`src/design/dso_pkg.sv`:
```
package dso_pkg;
  // ----------------------------------------
  // Clock and timer base
  // ----------------------------------------
  localparam int CLK_NS   = 10;
  localparam int TICK_NS  = 1000000;
  localparam int TICK_CYC = TICK_NS / CLK_NS;
  localparam int TMR_W    = 8;

  // ----------------------------------------
  // Terminals and selection codes
  // ----------------------------------------
  localparam int N_TERM = 4;
  localparam int SEL_W  = 6;
  localparam int N_COND = 20;
  localparam int W16    = 16;
  localparam int PCT_W  = 7;
  localparam logic [SEL_W-1:0] CODE_NO_FUNC = 6'h1D;
  localparam logic [SEL_W-1:0] CODE_FIRST   = 6'h26;
  localparam logic [SEL_W-1:0] CODE_LAST    = 6'h39;
  localparam logic [SEL_W-1:0] CODE_READY   = 6'h29;
  localparam logic [SEL_W-1:0] CODE_RUN_CFM = 6'h2E;

  // Condition index = code - CODE_FIRST
  localparam int C_PROBE1  = 0;
  localparam int C_PROBE2  = 1;
  localparam int C_RAMP    = 2;
  localparam int C_READY   = 3;
  localparam int C_TRV_ON  = 4;
  localparam int C_TRV_DIR = 5;
  localparam int C_REGEN   = 6;
  localparam int C_RUN_CMD = 7;
  localparam int C_RUN_CFM = 8;
  localparam int C_SAFE    = 9;
  localparam int C_DEV     = 10;
  localparam int C_DEV_LOW = 11;
  localparam int C_REF_RLS = 12;
  localparam int C_REF_RL2 = 13;
  localparam int C_REG_RLS = 14;
  localparam int C_STALL   = 15;
  localparam int C_UV_FLT  = 16;
  localparam int C_ABOVE   = 17;
  localparam int C_UV_WARN = 18;
  localparam int C_ZERO    = 19;

  // ----------------------------------------
  // Register map (byte offsets)
  // ----------------------------------------
  localparam logic [5:0] OFS_SEL_END = 6'h10;
  localparam logic [5:0] OFS_CFG     = 6'h10;
  localparam logic [5:0] OFS_PROBE   = 6'h14;
  localparam logic [5:0] OFS_DEV     = 6'h18;
  localparam logic [5:0] OFS_SPD     = 6'h1C;
  localparam logic [5:0] OFS_TIME    = 6'h20;
  localparam logic [5:0] OFS_LIM     = 6'h24;
  localparam logic [5:0] OFS_STAT    = 6'h28;

  localparam int CFG_W       = 7;
  localparam int CFG_TRV_LSB = 0;
  localparam int CFG_TRV_ACT = 2;
  localparam int CFG_SAFE_SW = 3;
  localparam int CFG_BRAKE   = 4;
  localparam int CFG_CONTACT = 5;
  localparam int CFG_MSTEP   = 6;
  localparam logic [1:0] TRV_OFF = 2'h0;

  localparam int PRB_W = 4;
  localparam int PRB1_LSB = 0;
  localparam int PRB2_LSB = 4;
  localparam int DEV_LVL_LSB = 0;
  localparam int DEV_BND_LSB = 16;
  localparam int SPD_UP_LSB = 0;
  localparam int SPD_ZR_LSB = 16;
  localparam int T_DEV_LSB = 0;
  localparam int T_ZERO_LSB = 8;
  localparam int T_STALL_LSB = 16;
  localparam int LIM_STL_LSB = 0;
  localparam int LIM_UVF_LSB = 16;
  localparam int LIM_UVW_LSB = 24;

  localparam logic [CFG_W-1:0] CFG_RST = 7'h00;
  localparam logic [7:0] PROBE_RST = 8'h10;
  localparam logic [31:0] DEV_RST  = 32'h0040_0200;
  localparam logic [31:0] SPD_RST  = 32'h0020_1000;
  localparam logic [31:0] TIME_RST = 32'h000A_0A0A;
  localparam logic [31:0] LIM_RST  = 32'h5055_4000;

  localparam logic [7:0] FLUX_RLS_PCT = 8'h4B;
  localparam logic [23:0] PCT_FULL    = 24'h000064;
endpackage : dso_pkg

```
`src/design/dso_hold_timer.sv`:
```
`timescale 1ns/100ps
`default_nettype none
module dso_hold_timer
  import dso_pkg::*;
(
  // Clock and reset
  input  wire logic             i_sys_clk,
  input  wire logic             i_rst,
  // Condition and time base
  input  wire logic             i_tick,
  input  wire logic             i_cond,
  input  wire logic [TMR_W-1:0] i_limit,
  // Result
  output logic                  o_flag
);
  logic [TMR_W-1:0] cnt_ff;
  logic [TMR_W-1:0] nxt_cnt;
  logic             flag_ff;
  wire              done = (cnt_ff >= i_limit);

  // Any break of the condition restarts the wait
  assign nxt_cnt = !i_cond ? '0 :
                   (i_tick && !done) ? cnt_ff + 1'b1 : cnt_ff;

  always_ff @(posedge i_sys_clk or posedge i_rst) begin
    if (i_rst) begin
      cnt_ff  <= '0;
      flag_ff <= 1'b0;
    end else begin
      cnt_ff  <= nxt_cnt;
      flag_ff <= i_cond && done;
    end
  end

  assign o_flag = flag_ff;
endmodule // dso_hold_timer
`default_nettype wire

```
`src/design/dso_output_select.sv`:
```
`timescale 1ns/100ps
`default_nettype none
module dso_output_select
  import dso_pkg::*;
#(
  parameter int P_TICK_CYC = TICK_CYC
) (
  // Clock and reset
  input  wire logic              i_sys_clk,
  input  wire logic              i_rst,
  // Avalon-MM slave
  input  wire logic [5:0]        i_avs_address,
  input  wire logic              i_avs_read,
  input  wire logic              i_avs_write,
  input  wire logic [31:0]       i_avs_writedata,
  input  wire logic [3:0]        i_avs_byteenable,
  output logic      [31:0]       o_avs_readdata,
  output logic                   o_avs_waitrequest,
  // Drive state, same clock
  input  wire logic              i_init_done,
  input  wire logic              i_fault,
  input  wire logic              i_run_cmd,
  input  wire logic              i_contactor,
  input  wire logic              i_gates_firing,
  input  wire logic              i_contact_cfm,
  input  wire logic              i_ramp_serial,
  input  wire logic              i_ramp_internal,
  input  wire logic              i_trq_at_zero,
  input  wire logic              i_dir_up,
  input  wire logic              i_trq_limit,
  input  wire logic              i_regen,
  input  wire logic [7:0]        i_flux_pct,
  input  wire logic              i_dc_inject,
  input  wire logic              i_brake_lift,
  input  wire logic [W16-1:0]    i_speed_ref,
  input  wire logic [W16-1:0]    i_speed_fb,
  input  wire logic [W16-1:0]    i_motor_speed,
  input  wire logic [W16-1:0]    i_motor_cur,
  input  wire logic [W16-1:0]    i_bus_volt,
  input  wire logic [W16-1:0]    i_line_volt,
  input  wire logic [W16-1:0]    i_watch_vars,
  // Logic input pins, asynchronous
  input  wire logic              i_ramp_pin,
  input  wire logic              i_travel_en_pin,
  input  wire logic              i_safe_off_present,
  // Output terminals
  output logic      [N_TERM-1:0] o_term
);
  localparam int TCK_W = $clog2(P_TICK_CYC);

  // ----------------------------------------
  // Pin synchronisers and time base
  // ----------------------------------------
  logic [2:0]       sync1_ff;
  logic [2:0]       sync2_ff;
  logic [TCK_W-1:0] tick_cnt_ff;
  logic             tick_ff;
  wire              tick_wrap = (tick_cnt_ff == TCK_W'(P_TICK_CYC - 1));
  wire              ramp_pin  = sync2_ff[0];
  wire              trv_en    = sync2_ff[1];
  wire              safe_in   = sync2_ff[2];

  always_ff @(posedge i_sys_clk or posedge i_rst) begin
    if (i_rst) begin
      sync1_ff    <= '0;
      sync2_ff    <= '0;
      tick_cnt_ff <= '0;
      tick_ff     <= 1'b0;
    end else begin
      sync1_ff    <= {i_safe_off_present, i_travel_en_pin, i_ramp_pin};
      sync2_ff    <= sync1_ff;
      tick_cnt_ff <= tick_wrap ? '0 : tick_cnt_ff + 1'b1;
      tick_ff     <= tick_wrap;
    end
  end

  // ----------------------------------------
  // Register bus
  // ----------------------------------------
  logic [SEL_W-1:0] sel_ff [N_TERM];
  logic [CFG_W-1:0] cfg_ff;
  logic [7:0]       probe_ff;
  logic [31:0]      dev_ff;
  logic [31:0]      spd_ff;
  logic [31:0]      time_ff;
  logic [31:0]      lim_ff;
  logic             wait_ff;
  logic [31:0]      rdata_ff;
  logic [31:0]      rd_mux;
  logic [N_COND-1:0] cond;
  logic [N_TERM-1:0] term_ff;

  // One wait cycle, then the answer; write lands on the answer edge
  wire req     = i_avs_read | i_avs_write;
  wire take    = req & wait_ff;
  wire wr_en   = i_avs_write & ~wait_ff;
  wire hit_sel = (i_avs_address < OFS_SEL_END);
  wire [1:0] sel_idx = i_avs_address[3:2];
  wire [31:0] stat_word = {8'h00, term_ff, cond};

  function automatic logic [31:0] be_merge(input logic [31:0] old,
                                           input logic [31:0] wd,
                                           input logic [3:0]  be);
    logic [31:0] res;
    res = old;
    for (int b = 0; b < 4; b++) begin
      if (be[b]) begin
        res[b*8 +: 8] = wd[b*8 +: 8];
      end
    end
    return res;
  endfunction

  wire [31:0] wsel   = be_merge({26'h0, sel_ff[sel_idx]}, i_avs_writedata, i_avs_byteenable);
  wire [31:0] wcfg   = be_merge({25'h0, cfg_ff}, i_avs_writedata, i_avs_byteenable);
  wire [31:0] wprobe = be_merge({24'h0, probe_ff}, i_avs_writedata, i_avs_byteenable);

  always_comb begin
    if (hit_sel) begin
      rd_mux = {26'h0, sel_ff[sel_idx]};
    end else if (i_avs_address == OFS_CFG) begin
      rd_mux = {25'h0, cfg_ff};
    end else if (i_avs_address == OFS_PROBE) begin
      rd_mux = {24'h0, probe_ff};
    end else if (i_avs_address == OFS_DEV) begin
      rd_mux = dev_ff;
    end else if (i_avs_address == OFS_SPD) begin
      rd_mux = spd_ff;
    end else if (i_avs_address == OFS_TIME) begin
      rd_mux = time_ff;
    end else if (i_avs_address == OFS_LIM) begin
      rd_mux = lim_ff;
    end else if (i_avs_address == OFS_STAT) begin
      rd_mux = stat_word;
    end else begin
      rd_mux = 32'h0000_0000;
    end
  end

  always_ff @(posedge i_sys_clk or posedge i_rst) begin
    if (i_rst) begin
      wait_ff  <= 1'b1;
      rdata_ff <= '0;
    end else begin
      wait_ff  <= ~take;
      rdata_ff <= take ? rd_mux : rdata_ff;
    end
  end

  always_ff @(posedge i_sys_clk or posedge i_rst) begin
    if (i_rst) begin
      cfg_ff   <= CFG_RST;
      probe_ff <= PROBE_RST;
      dev_ff   <= DEV_RST;
      spd_ff   <= SPD_RST;
      time_ff  <= TIME_RST;
      lim_ff   <= LIM_RST;
    end else if (wr_en) begin
      if (i_avs_address == OFS_CFG) begin
        cfg_ff <= wcfg[CFG_W-1:0];
      end else if (i_avs_address == OFS_PROBE) begin
        probe_ff <= wprobe[7:0];
      end else if (i_avs_address == OFS_DEV) begin
        dev_ff <= be_merge(dev_ff, i_avs_writedata, i_avs_byteenable);
      end else if (i_avs_address == OFS_SPD) begin
        spd_ff <= be_merge(spd_ff, i_avs_writedata, i_avs_byteenable);
      end else if (i_avs_address == OFS_TIME) begin
        time_ff <= be_merge(time_ff, i_avs_writedata, i_avs_byteenable);
      end else if (i_avs_address == OFS_LIM) begin
        lim_ff <= be_merge(lim_ff, i_avs_writedata, i_avs_byteenable);
      end
    end
  end

  // ----------------------------------------
  // Ramp-down and travel advice state
  // ----------------------------------------
  typedef enum logic {RAMP_IDLE, RAMP_ACTIVE} dso_ramp_t;
  dso_ramp_t ramp_ff;
  dso_ramp_t nxt_ramp;
  logic      run_d_ff;
  logic      trv_on_ff;
  wire       ramp_start = ramp_pin | i_ramp_serial | i_ramp_internal;
  wire       trv_feat   = cfg_ff[CFG_TRV_ACT];
  wire       trv_mode   = (cfg_ff[CFG_TRV_LSB +: 2] != TRV_OFF);
  wire       run_rise   = i_run_cmd & ~run_d_ff;

  // A new start wins over the end of a previous ramp
  always_comb begin
    case (ramp_ff)
      RAMP_IDLE:   nxt_ramp = ramp_start ? RAMP_ACTIVE : RAMP_IDLE;
      RAMP_ACTIVE: nxt_ramp = (i_trq_at_zero && !ramp_start) ? RAMP_IDLE : RAMP_ACTIVE;
      default:     nxt_ramp = RAMP_IDLE;
    endcase
  end

  always_ff @(posedge i_sys_clk or posedge i_rst) begin
    if (i_rst) begin
      ramp_ff   <= RAMP_IDLE;
      run_d_ff  <= 1'b0;
      trv_on_ff <= 1'b0;
    end else begin
      ramp_ff   <= nxt_ramp;
      run_d_ff  <= i_run_cmd;
      trv_on_ff <= i_run_cmd && (trv_on_ff ||
                   (run_rise && trv_mode && trv_en && trv_feat));
    end
  end

  // ----------------------------------------
  // Comparators
  // ----------------------------------------
  wire signed [W16:0] dev = $signed({i_speed_ref[W16-1], i_speed_ref}) -
                            $signed({i_speed_fb[W16-1], i_speed_fb});
  wire [W16:0] dev_abs = dev[W16] ? 17'(-dev) : 17'(dev);
  wire [W16:0] spd_abs = i_motor_speed[W16-1] ?
                         17'(-$signed({1'b1, i_motor_speed})) : {1'b0, i_motor_speed};
  wire [W16-1:0] dev_lvl = dev_ff[DEV_LVL_LSB +: W16];
  wire [W16-1:0] dev_bnd = dev_ff[DEV_BND_LSB +: W16];
  wire [W16-1:0] up_thr  = spd_ff[SPD_UP_LSB +: W16];
  wire [W16-1:0] zr_thr  = spd_ff[SPD_ZR_LSB +: W16];
  wire [23:0] bus_x100 = 24'(i_bus_volt) * PCT_FULL;
  wire [23:0] uvf_ref  = 24'(i_line_volt) * 24'(lim_ff[LIM_UVF_LSB +: PCT_W]);
  wire [23:0] uvw_ref  = 24'(i_line_volt) * 24'(lim_ff[LIM_UVW_LSB +: PCT_W]);

  wire dev_high   = dev > $signed({1'b0, dev_lvl});
  wire dev_inband = dev_abs <= {1'b0, dev_bnd};
  wire stall_lvl  = i_motor_cur >= lim_ff[LIM_STL_LSB +: W16];
  wire below_zero = spd_abs < {1'b0, zr_thr};
  wire flux_ok    = i_flux_pct >= FLUX_RLS_PCT;
  wire init_ok    = i_init_done & ~i_fault;
  logic dev_low_flag, stall_flag, zero_flag;

  // Persistence checks share one timer design
  dso_hold_timer u_dev_low (
    .i_sys_clk (i_sys_clk),
    .i_rst     (i_rst),
    .i_tick    (tick_ff),
    .i_cond    (dev_inband),
    .i_limit   (time_ff[T_DEV_LSB +: TMR_W]),
    .o_flag    (dev_low_flag)
  );

  dso_hold_timer u_stall (
    .i_sys_clk (i_sys_clk),
    .i_rst     (i_rst),
    .i_tick    (tick_ff),
    .i_cond    (stall_lvl),
    .i_limit   (time_ff[T_STALL_LSB +: TMR_W]),
    .o_flag    (stall_flag)
  );

  dso_hold_timer u_zero (
    .i_sys_clk (i_sys_clk),
    .i_rst     (i_rst),
    .i_tick    (tick_ff),
    .i_cond    (below_zero),
    .i_limit   (time_ff[T_ZERO_LSB +: TMR_W]),
    .o_flag    (zero_flag)
  );

  // ----------------------------------------
  // Condition vector, index = code - 38
  // ----------------------------------------
  assign cond[C_PROBE1]  = i_watch_vars[probe_ff[PRB1_LSB +: PRB_W]];
  assign cond[C_PROBE2]  = i_watch_vars[probe_ff[PRB2_LSB +: PRB_W]];
  assign cond[C_RAMP]    = (ramp_ff == RAMP_ACTIVE);
  assign cond[C_READY]   = init_ok;
  assign cond[C_TRV_ON]  = trv_on_ff;
  assign cond[C_TRV_DIR] = trv_feat & i_dir_up;
  assign cond[C_REGEN]   = i_trq_limit & i_regen;
  assign cond[C_RUN_CMD] = i_run_cmd;
  assign cond[C_RUN_CFM] = init_ok & i_run_cmd & i_contactor & i_gates_firing;
  assign cond[C_SAFE]    = cfg_ff[CFG_SAFE_SW] & ~safe_in;
  assign cond[C_DEV]     = dev_high;
  assign cond[C_DEV_LOW] = dev_low_flag;
  assign cond[C_REF_RLS] = flux_ok & ~i_dc_inject;
  assign cond[C_REF_RL2] = init_ok & i_run_cmd & ~i_dc_inject & cfg_ff[CFG_MSTEP] &
                           (~cfg_ff[CFG_CONTACT] | i_contact_cfm);
  assign cond[C_REG_RLS] = flux_ok & (~cfg_ff[CFG_BRAKE] | i_brake_lift);
  assign cond[C_STALL]   = stall_flag;
  assign cond[C_UV_FLT]  = bus_x100 < uvf_ref;
  assign cond[C_ABOVE]   = spd_abs > {1'b0, up_thr};
  assign cond[C_UV_WARN] = bus_x100 < uvw_ref;
  assign cond[C_ZERO]    = zero_flag;

  // ----------------------------------------
  // Terminal selection
  // ----------------------------------------
  // Codes outside 38..57, no-function among them, read as false
  for (genvar t = 0; t < N_TERM; t++) begin : g_sel
    always_ff @(posedge i_sys_clk or posedge i_rst) begin
      if (i_rst) begin
        sel_ff[t] <= CODE_NO_FUNC;
      end else if (wr_en && hit_sel && sel_idx == 2'(t)) begin
        sel_ff[t] <= wsel[SEL_W-1:0];
      end
    end
  end

  for (genvar t = 0; t < N_TERM; t++) begin : g_term
    wire in_rng = (sel_ff[t] >= CODE_FIRST) && (sel_ff[t] <= CODE_LAST);
    wire [SEL_W-1:0] idx = sel_ff[t] - CODE_FIRST;
    wire nxt_term = in_rng & cond[5'(idx)];

    always_ff @(posedge i_sys_clk or posedge i_rst) begin
      if (i_rst) begin
        term_ff[t] <= 1'b0;
      end else begin
        term_ff[t] <= nxt_term;
      end
    end
  end

  assign o_term            = term_ff;
  assign o_avs_readdata    = rdata_ff;
  assign o_avs_waitrequest = wait_ff;
endmodule // dso_output_select
`default_nettype wire

```
`config.mk`:
```
export PLATFORM = sky130hd
export DESIGN_NAME = dso_output_select
export DESIGN_NICKNAME = d
export VERILOG_FILES = /design/src/design/dso_pkg.sv /design/src/design/dso_hold_timer.sv /design/src/design/dso_output_select.sv
export SDC_FILE = /design/constraint.sdc
export NUM_CORES = 1
export LEC_CHECK = 0
export BUFFER_PORTS_ARGS = -buffer_cell sky130_fd_sc_hd__buf_4
export CORE_UTILIZATION = 35
export DETAILED_ROUTE_END_ITERATION = 10
export HOLD_SLACK_MARGIN = 0.05
export SLEW_MARGIN = 20
export SYNTH_ARGS = -nofsm -noshare
export SYNTH_HDL_FRONTEND = slang
export SYNTH_HIERARCHICAL = 1
export SYNTH_SLANG_ARGS = --single-unit
```
`constraint.sdc`:
```
create_clock -name i_sys_clk -period 9.1 [get_ports i_sys_clk]
set_clock_uncertainty 0.2 [all_clocks]
set_input_delay 0.455 -clock i_sys_clk [delete_from_list [all_inputs] [get_ports i_sys_clk]]
set_output_delay 0.455 -clock i_sys_clk [all_outputs]
set_load 0.05 [all_outputs]
```
==> flow_summary.json, run 1 <==
{
  "max-vdd-ir-drop_v": 0.000127,
  "period_minus_slack_ps": 7450,
  "path_clk_slew_ps": 60,
  "detail-route-antenna-nets": 0,
  "cp.arrival_ps": 7690,
  "setup_viol": 0,
  "vias": 21332,
  "fin_util_pct": 41.1,
  "synth_warnings": 6,
  "placedCellCount": 3882,
  "max_stage_delay_ps": 850,
  "clock_latency_ps": 560,
  "maxCapViolations": 0,
  "cts_sinks": 258,
  "worst_slew_pin_slew_ps": 968,
  "dp_slack_ps": 1640,
  "timing.rr.start": "lim_ff[22]",
  "insertedDiodeCount": 0,
  "cts.root.buffer_cell": "clkbuf_16",
  "cts_resized": 0,
  "drive_gt1_share_pct": 15.5,
  "grt_max_degree": 93,
  "overflow": 0,
  "syn_area_per_cell_sq_um": 9.36,
  "synth_nets": 3420,
  "detail_route.first_pass.iterations": 9,
  "routed_wl_microns": 77200,
  "slew_headroom_pct": 35.4,
  "p_leak_uw": 0.0146,
  "wl_per_cell_microns": 19.4,
  "grt_use_total_pct": 20.4,
  "rsz0062_at_grt": "false",
  "clockBufferDepth": 3,
  "cp_common_cell": "fa_1",
  "power_density_nw_per_um2": 141,
  "cpMaxStageDelayCell": "a221oi_1",
  "synth_ff_type": "dfrtp_1",
  "drc": 5,
  "start_util_pct": 35.5,
  "holdCritPathClass": "reg2reg",
  "grt_pass1_wl_microns": 121000,
  "dieArea_sq_um": 75500,
  "synth_seq_area_share_pct": 25.0,
  "crit_type": "reg2reg",
  "final-hold-violation-count": 0,
  "fin_tns_setup_ps": 0,
  "cts_tree": "built",
  "antenna_found_initial": 2,
  "cts_max_level": 1,
  "place.gp.congestion": 0.915,
  "detail_route.vias_per_cell": 5.37,
  "slew_viol_final": 0,
  "synthCells": 2781,
  "fin_nets": 3632,
  "yosysTopAreaCell": "dfrtp_1",
  "r2r_setup_slack_ps": 1650,
  "cp-endpoint": "o_avs_readdata[16]",
  "port_buffers": 219,
  "critical_path_required_ps": 9350,
  "cp_max_fo": 18,
  "grt_pass1_vias": 21024,
  "final_cells": 3974,
  "synth.distinct_cells": 85,
  "rows": 99,
  "hold_start": "sync1_ff[0]",
  "synth_top_area_share_pct": 21.4,
  "cts_buffers": 29,
  "hpwlAfterDp_microns": 61100,
  "dieHeight_microns": 275,
  "status": "finished with violations",
  "r2r_cells": 25,
  "synth_async_sr_flop_share_pct": 100,
  "die_w_microns": 275,
  "nFillCells": 7351,
  "period_share_pct": 81.8,
  "ios": 220,
  "synth.ff_latch_count": 258,
  "coreArea_sq_um": 73300,
  "totalPowerFinal_uw": 4250,
  "final.setup.worst_slack_ps": 1650,
  "end_kind": "flop",
  "rr_endpoint": "o_avs_readdata[16]",
  "startpoint": "lim_ff[22]",
  "synthTopCellsByArea": "dfrtp_1 (21%), ha_1 (15%), fa_1 (12%)",
  "synth_area_sq_um": 26000,
  "drt_iter0_markers": 1527,
  "critPathLaunchType": "flop",
  "synth_edf_count": 0,
  "violations": "design-rule violations",
  "area_growth_pct": 15.6,
  "clock.fmax_mhz": 134
}
[metal layers]
metal	wire length, microns	vias up	GRT usage, %
met5	24	-	0
met4	2380	4	5.99
met3	4900	126	2.92
met2	36400	681	34.4
met1	33500	10419	27.1
li1	-	10102	-
[sequential cells by signal, summed over array words and instances (netlist names), 17 cells and up]
name / count
tick_cnt_ff: 17
time_ff: 32
lim_ff: 32
dev_ff: 32
spd_ff: 32
sel_ff: 24
o_avs_readdata: 32
[placed cells by master (no fill, tap or decap), drive strengths merged, types with 117 or more instances in the layout]
cell,synthesis,final
ha,306,306
dfrtp,223,223
buf,4,234
and2,163,163
inv,361,361
o21ai,117,117
nand2,245,245
mux2,141,141
a21oi,141,141
fa,150,150
[where the power goes]
part | leakage, uW | switching (uW) | total (uW) | internal [uW]
registers | 0.00338 | 132 | 1360 | 1230
clock network | 0.000497 | 505 | 1280 | 776
logic | 0.0107 | 929 | 1600 | 672
[what timing repair did]
| action | in CTS | in global routing |
|---|---|---|
| buffers inserted | 0 | 0 |
| hold buffers | 39 | 0 |
| endpoints found under the hold margin | 255 | 0 |
[cells by family after synthesis]
logic type	Yosys count	synth area share, %
AO/OA/AOI/OAI	549	14.1
XOR/XNOR	110	3.70
adder cells (fa/ha/maj)	456	26.2
buffers and inverters	453	6.57
flip-flops	258	25.0
multiplexers	196	9.47
AND/OR/NAND/NOR	759	15.0
[Yosys cell counts (all sizes together) (18+ instances only)]
cell and number:
mux2 141, nor2b 19, nand2 245, a221oi 18, nor3 41, and2 163
nor2 91, nand3 47, xor2 49, o21ai 117, o211ai 26, dfrtp 223
mux4 25, nand4 32, nor4 18, o21a 28, fa 150, inv 361
dfstp 35, mux2i 30, ha 306, nand2b 31, a22oi 20, a211oi 21
xnor2 61, a21o 45, clkbuf 88, a21oi 141
[stage by stage]
step	instance area [sq um]	hold WS, ps
2_1_floorplan	26000	82.9
3_3_place_gp	28700	134
3_5_place_dp	28700	140
4_1_cts	30100	152
5_1_grt	30100	154
6_report	30100	149
[worst min-delay path by stage]
stage                                      to  slack (ps)  cells past startpoint
after floorplan           u_dev_low/cnt_ff[0]          80                      1
after global placement            sync2_ff[0]         130                      0
after detailed placement          sync2_ff[1]         140                      0
after CTS                         sync2_ff[0]         150                      0
after global routing              sync2_ff[1]         150                      0
final                             sync2_ff[0]         150                      0
[worst max-delay path: cells and delay by family, from the launching register on]
kind / cells / cell delay (ps)
XOR/XNOR: 1 / 140
AO/OA/AOI/OAI: 7 / 2100
buffers and inverters: 3 / 160
AND/OR/NAND/NOR: 8 / 1390
adder cells (fa/ha/maj): 6 / 2610
flip-flops: 1 / 730
[final cells by class]
type                       instances  area [sq um]  share of cell area [%]
clock inverter                    14           216                   0.719
inverter                         361          1360                    4.53
timing repair buffer             273          2150                    7.14
multi-input combinational       2070         17900                    59.3
clock buffer                      39           823                    2.73
sequential                       258          6500                    21.6
tap                              959          1200                    3.99
(Power assumes the default switching activity.)
==> inputs of run 2 (changes only) <==
- clock period: 9.1 -> 7.1 ns (I/O delays scaled with it)
==> flow_summary.json, run 2 (same netlist as run 1, synthesis figures left out) <==
{
  "r2r_cells": 24,
  "routed_wl_microns": 76900,
  "cts_buffers": 30,
  "power_density_nw_per_um2": 182,
  "maxCapViolations": 0,
  "cts.root.buffer_cell": "clkbuf_16",
  "antenna_found_initial": 5,
  "crit_buf_inv": 4,
  "crit_type": "reg2reg",
  "coreArea_sq_um": 73300,
  "critPathLaunchType": "flop",
  "drive_gt1_share_pct": 16.7,
  "clock_latency_ps": 580,
  "vias": 21346,
  "period_minus_slack_ps": 6790,
  "grt_max_degree": 96,
  "slew_viol_final": 0,
  "path_clk_slew_ps": 70,
  "cp.arrival_ps": 7070,
  "dieHeight_microns": 275,
  "fin_hold_ws_ps": 89.0,
  "drc": 10,
  "cpMaxStageDelayCell": "or4b_2",
  "worst_slew_pin_slew_ps": 959,
  "setup_viol": 0,
  "detail_route.vias_per_cell": 5.33,
  "final-hold-violation-count": 0,
  "hold_depth": 3,
  "grt_pass1_vias": 21264,
  "rr_endpoint": "o_term[3]",
  "ios": 220,
  "rsz0062_at_grt": "true",
  "overflow": 0,
  "whs_endpoint": "o_avs_waitrequest",
  "violations": "design-rule violations",
  "status": "finished with violations",
  "dieArea_sq_um": 75500,
  "clock.fmax_mhz": 147,
  "fin_tns_setup_ps": 0,
  "cp_top_family": "adder cells",
  "start_util_pct": 35.5,
  "period_share_pct": 95.6,
  "place.gp.congestion": 0.887,
  "drt_iter0_markers": 1505,
  "final_cell_mix": "inv_1 (360), ha_1 (305), buf_4 (256)",
  "cts_max_level": 1,
  "critical_path_required_ps": 7370,
  "cts_tree": "built",
  "detail_route.first_pass.iterations": 8,
  "max-vdd-ir-drop_v": 0.000181,
  "grt_use_total_pct": 20.2,
  "cp_cell_sequence": "buf_4, and2_1, fa_1, fa_1, fa_1, inv_1, fa_1, inv_1, ha_1, a21o_1, a21oi_2, o21a_1, a311oi_2, o21a_1, o21a_1, nor2_1, xor2_1, ha_1, nor2_1, a211oi_2, a221oi_1, buf_4, or4b_2, a41o_1",
  "cp_max_fo": 10,
  "placedCellCount": 3900,
  "slew_headroom_pct": 35.7,
  "hold_start": "i_avs_read",
  "wl_per_cell_microns": 19.2,
  "max_stage_delay_ps": 600,
  "clockBufferDepth": 3,
  "die_w_microns": 275,
  "fin_nets": 3658,
  "final_cells": 4007,
  "detail-route-antenna-nets": 0,
  "r2r_setup_slack_ps": 310,
  "area_growth_pct": 16.8,
  "end_kind": "flop",
  "grt_pass1_wl_microns": 119000,
  "timing.rr.start": "lim_ff[20]",
  "p_leak_uw": 0.0148,
  "rows": 99,
  "cp_common_cell": "fa_1",
  "hpwlAfterDp_microns": 61200,
  "final_common_cell": "inv_1",
  "port_buffers": 219,
  "holdCritPathClass": "in2reg",
  "cts_sinks": 258
}
[run 2: cell types whose count changed in the layout (fill, tap and decap cells not counted), sizes merged]
cell      change
clkbuf        +3
buf          +24
inv           +2
diode         +5
clkinvlp      -3
clkinv        +2
[run 2: stage by stage]
step	setup slack [ps]	util [%]	power [uW]	cell area (sq um)
final	310	41.5	5530	30400
after global routing	-20.7	41.5	5890	30400
after CTS	74.2	41.3	5540	30300
after detailed placement	42.1	39.3	3790	28800
after global placement	221	39.3	3760	28800
after floorplan	270	-	3120	26000
[run 2: report_power, final]
part           leakage (uW)  switching (uW)  total (uW)  internal (uW)
logic                0.0109            1200        2080            879
clock network      0.000543             670        1720           1050
registers           0.00337             152        1730           1580
[run 2: worst register-to-register path: stages (launching register included)]
cell	delay [ps]
dfstp_2	590
buf_4	190
and2_1	150
fa_1	450
fa_1	520
fa_1	540
inv_1	50
fa_1	520
inv_1	40
ha_1	350
a21o_1	210
a21oi_2	190
o21a_1	210
a311oi_2	130
o21a_1	210
o21a_1	180
nor2_1	120
xor2_1	180
ha_1	240
nor2_1	80
a211oi_2	210
a221oi_1	120
buf_4	180
or4b_2	600
a41o_1	240
[run 2: area by class of cell]
type / instances / area (sq um)
clock buffers: 41 / 883
multi-input cells: 2070 / 17900
fillers: 7295 / 42900
flip-flops and latches: 258 / 6510
well taps: 959 / 1200
repair buffers: 298 / 2340
inverters: 361 / 1360
clock inverters: 15 / 214
diodes: 5 / 12.5
[run 2: repair_timing]
action	in CTS	in global routing
buffers inserted	0	7
hold buffers	39	0
gates resized for setup	0	18
endpoints found under the setup margin	0	6
hold endpoints to repair	261	0
[run 2: worst max-delay path by stage]
stage / from / end / slack [ps] / cells after the start
global route: lim_ff[30] / o_term[2] / -20 / 26
finish: lim_ff[20] / o_term[3] / 310 / 24
CTS: lim_ff[30] / o_term[1] / 70 / 26
global placement: i_line_volt[3] / o_avs_readdata[16] / 220 / 28
detailed placement: i_line_volt[1] / o_term[1] / 40 / 27
floorplan: i_rst / cfg_ff[0] / 270 / 1
[run 2: routing by layer]
metal,wire length [microns],GRT usage (%),vias up
met2,34900,32.7,611
li1,-,-,10168
met5,9,0,-
met1,34800,27.8,10453
met4,2670,6.64,2
met3,4490,2.71,112
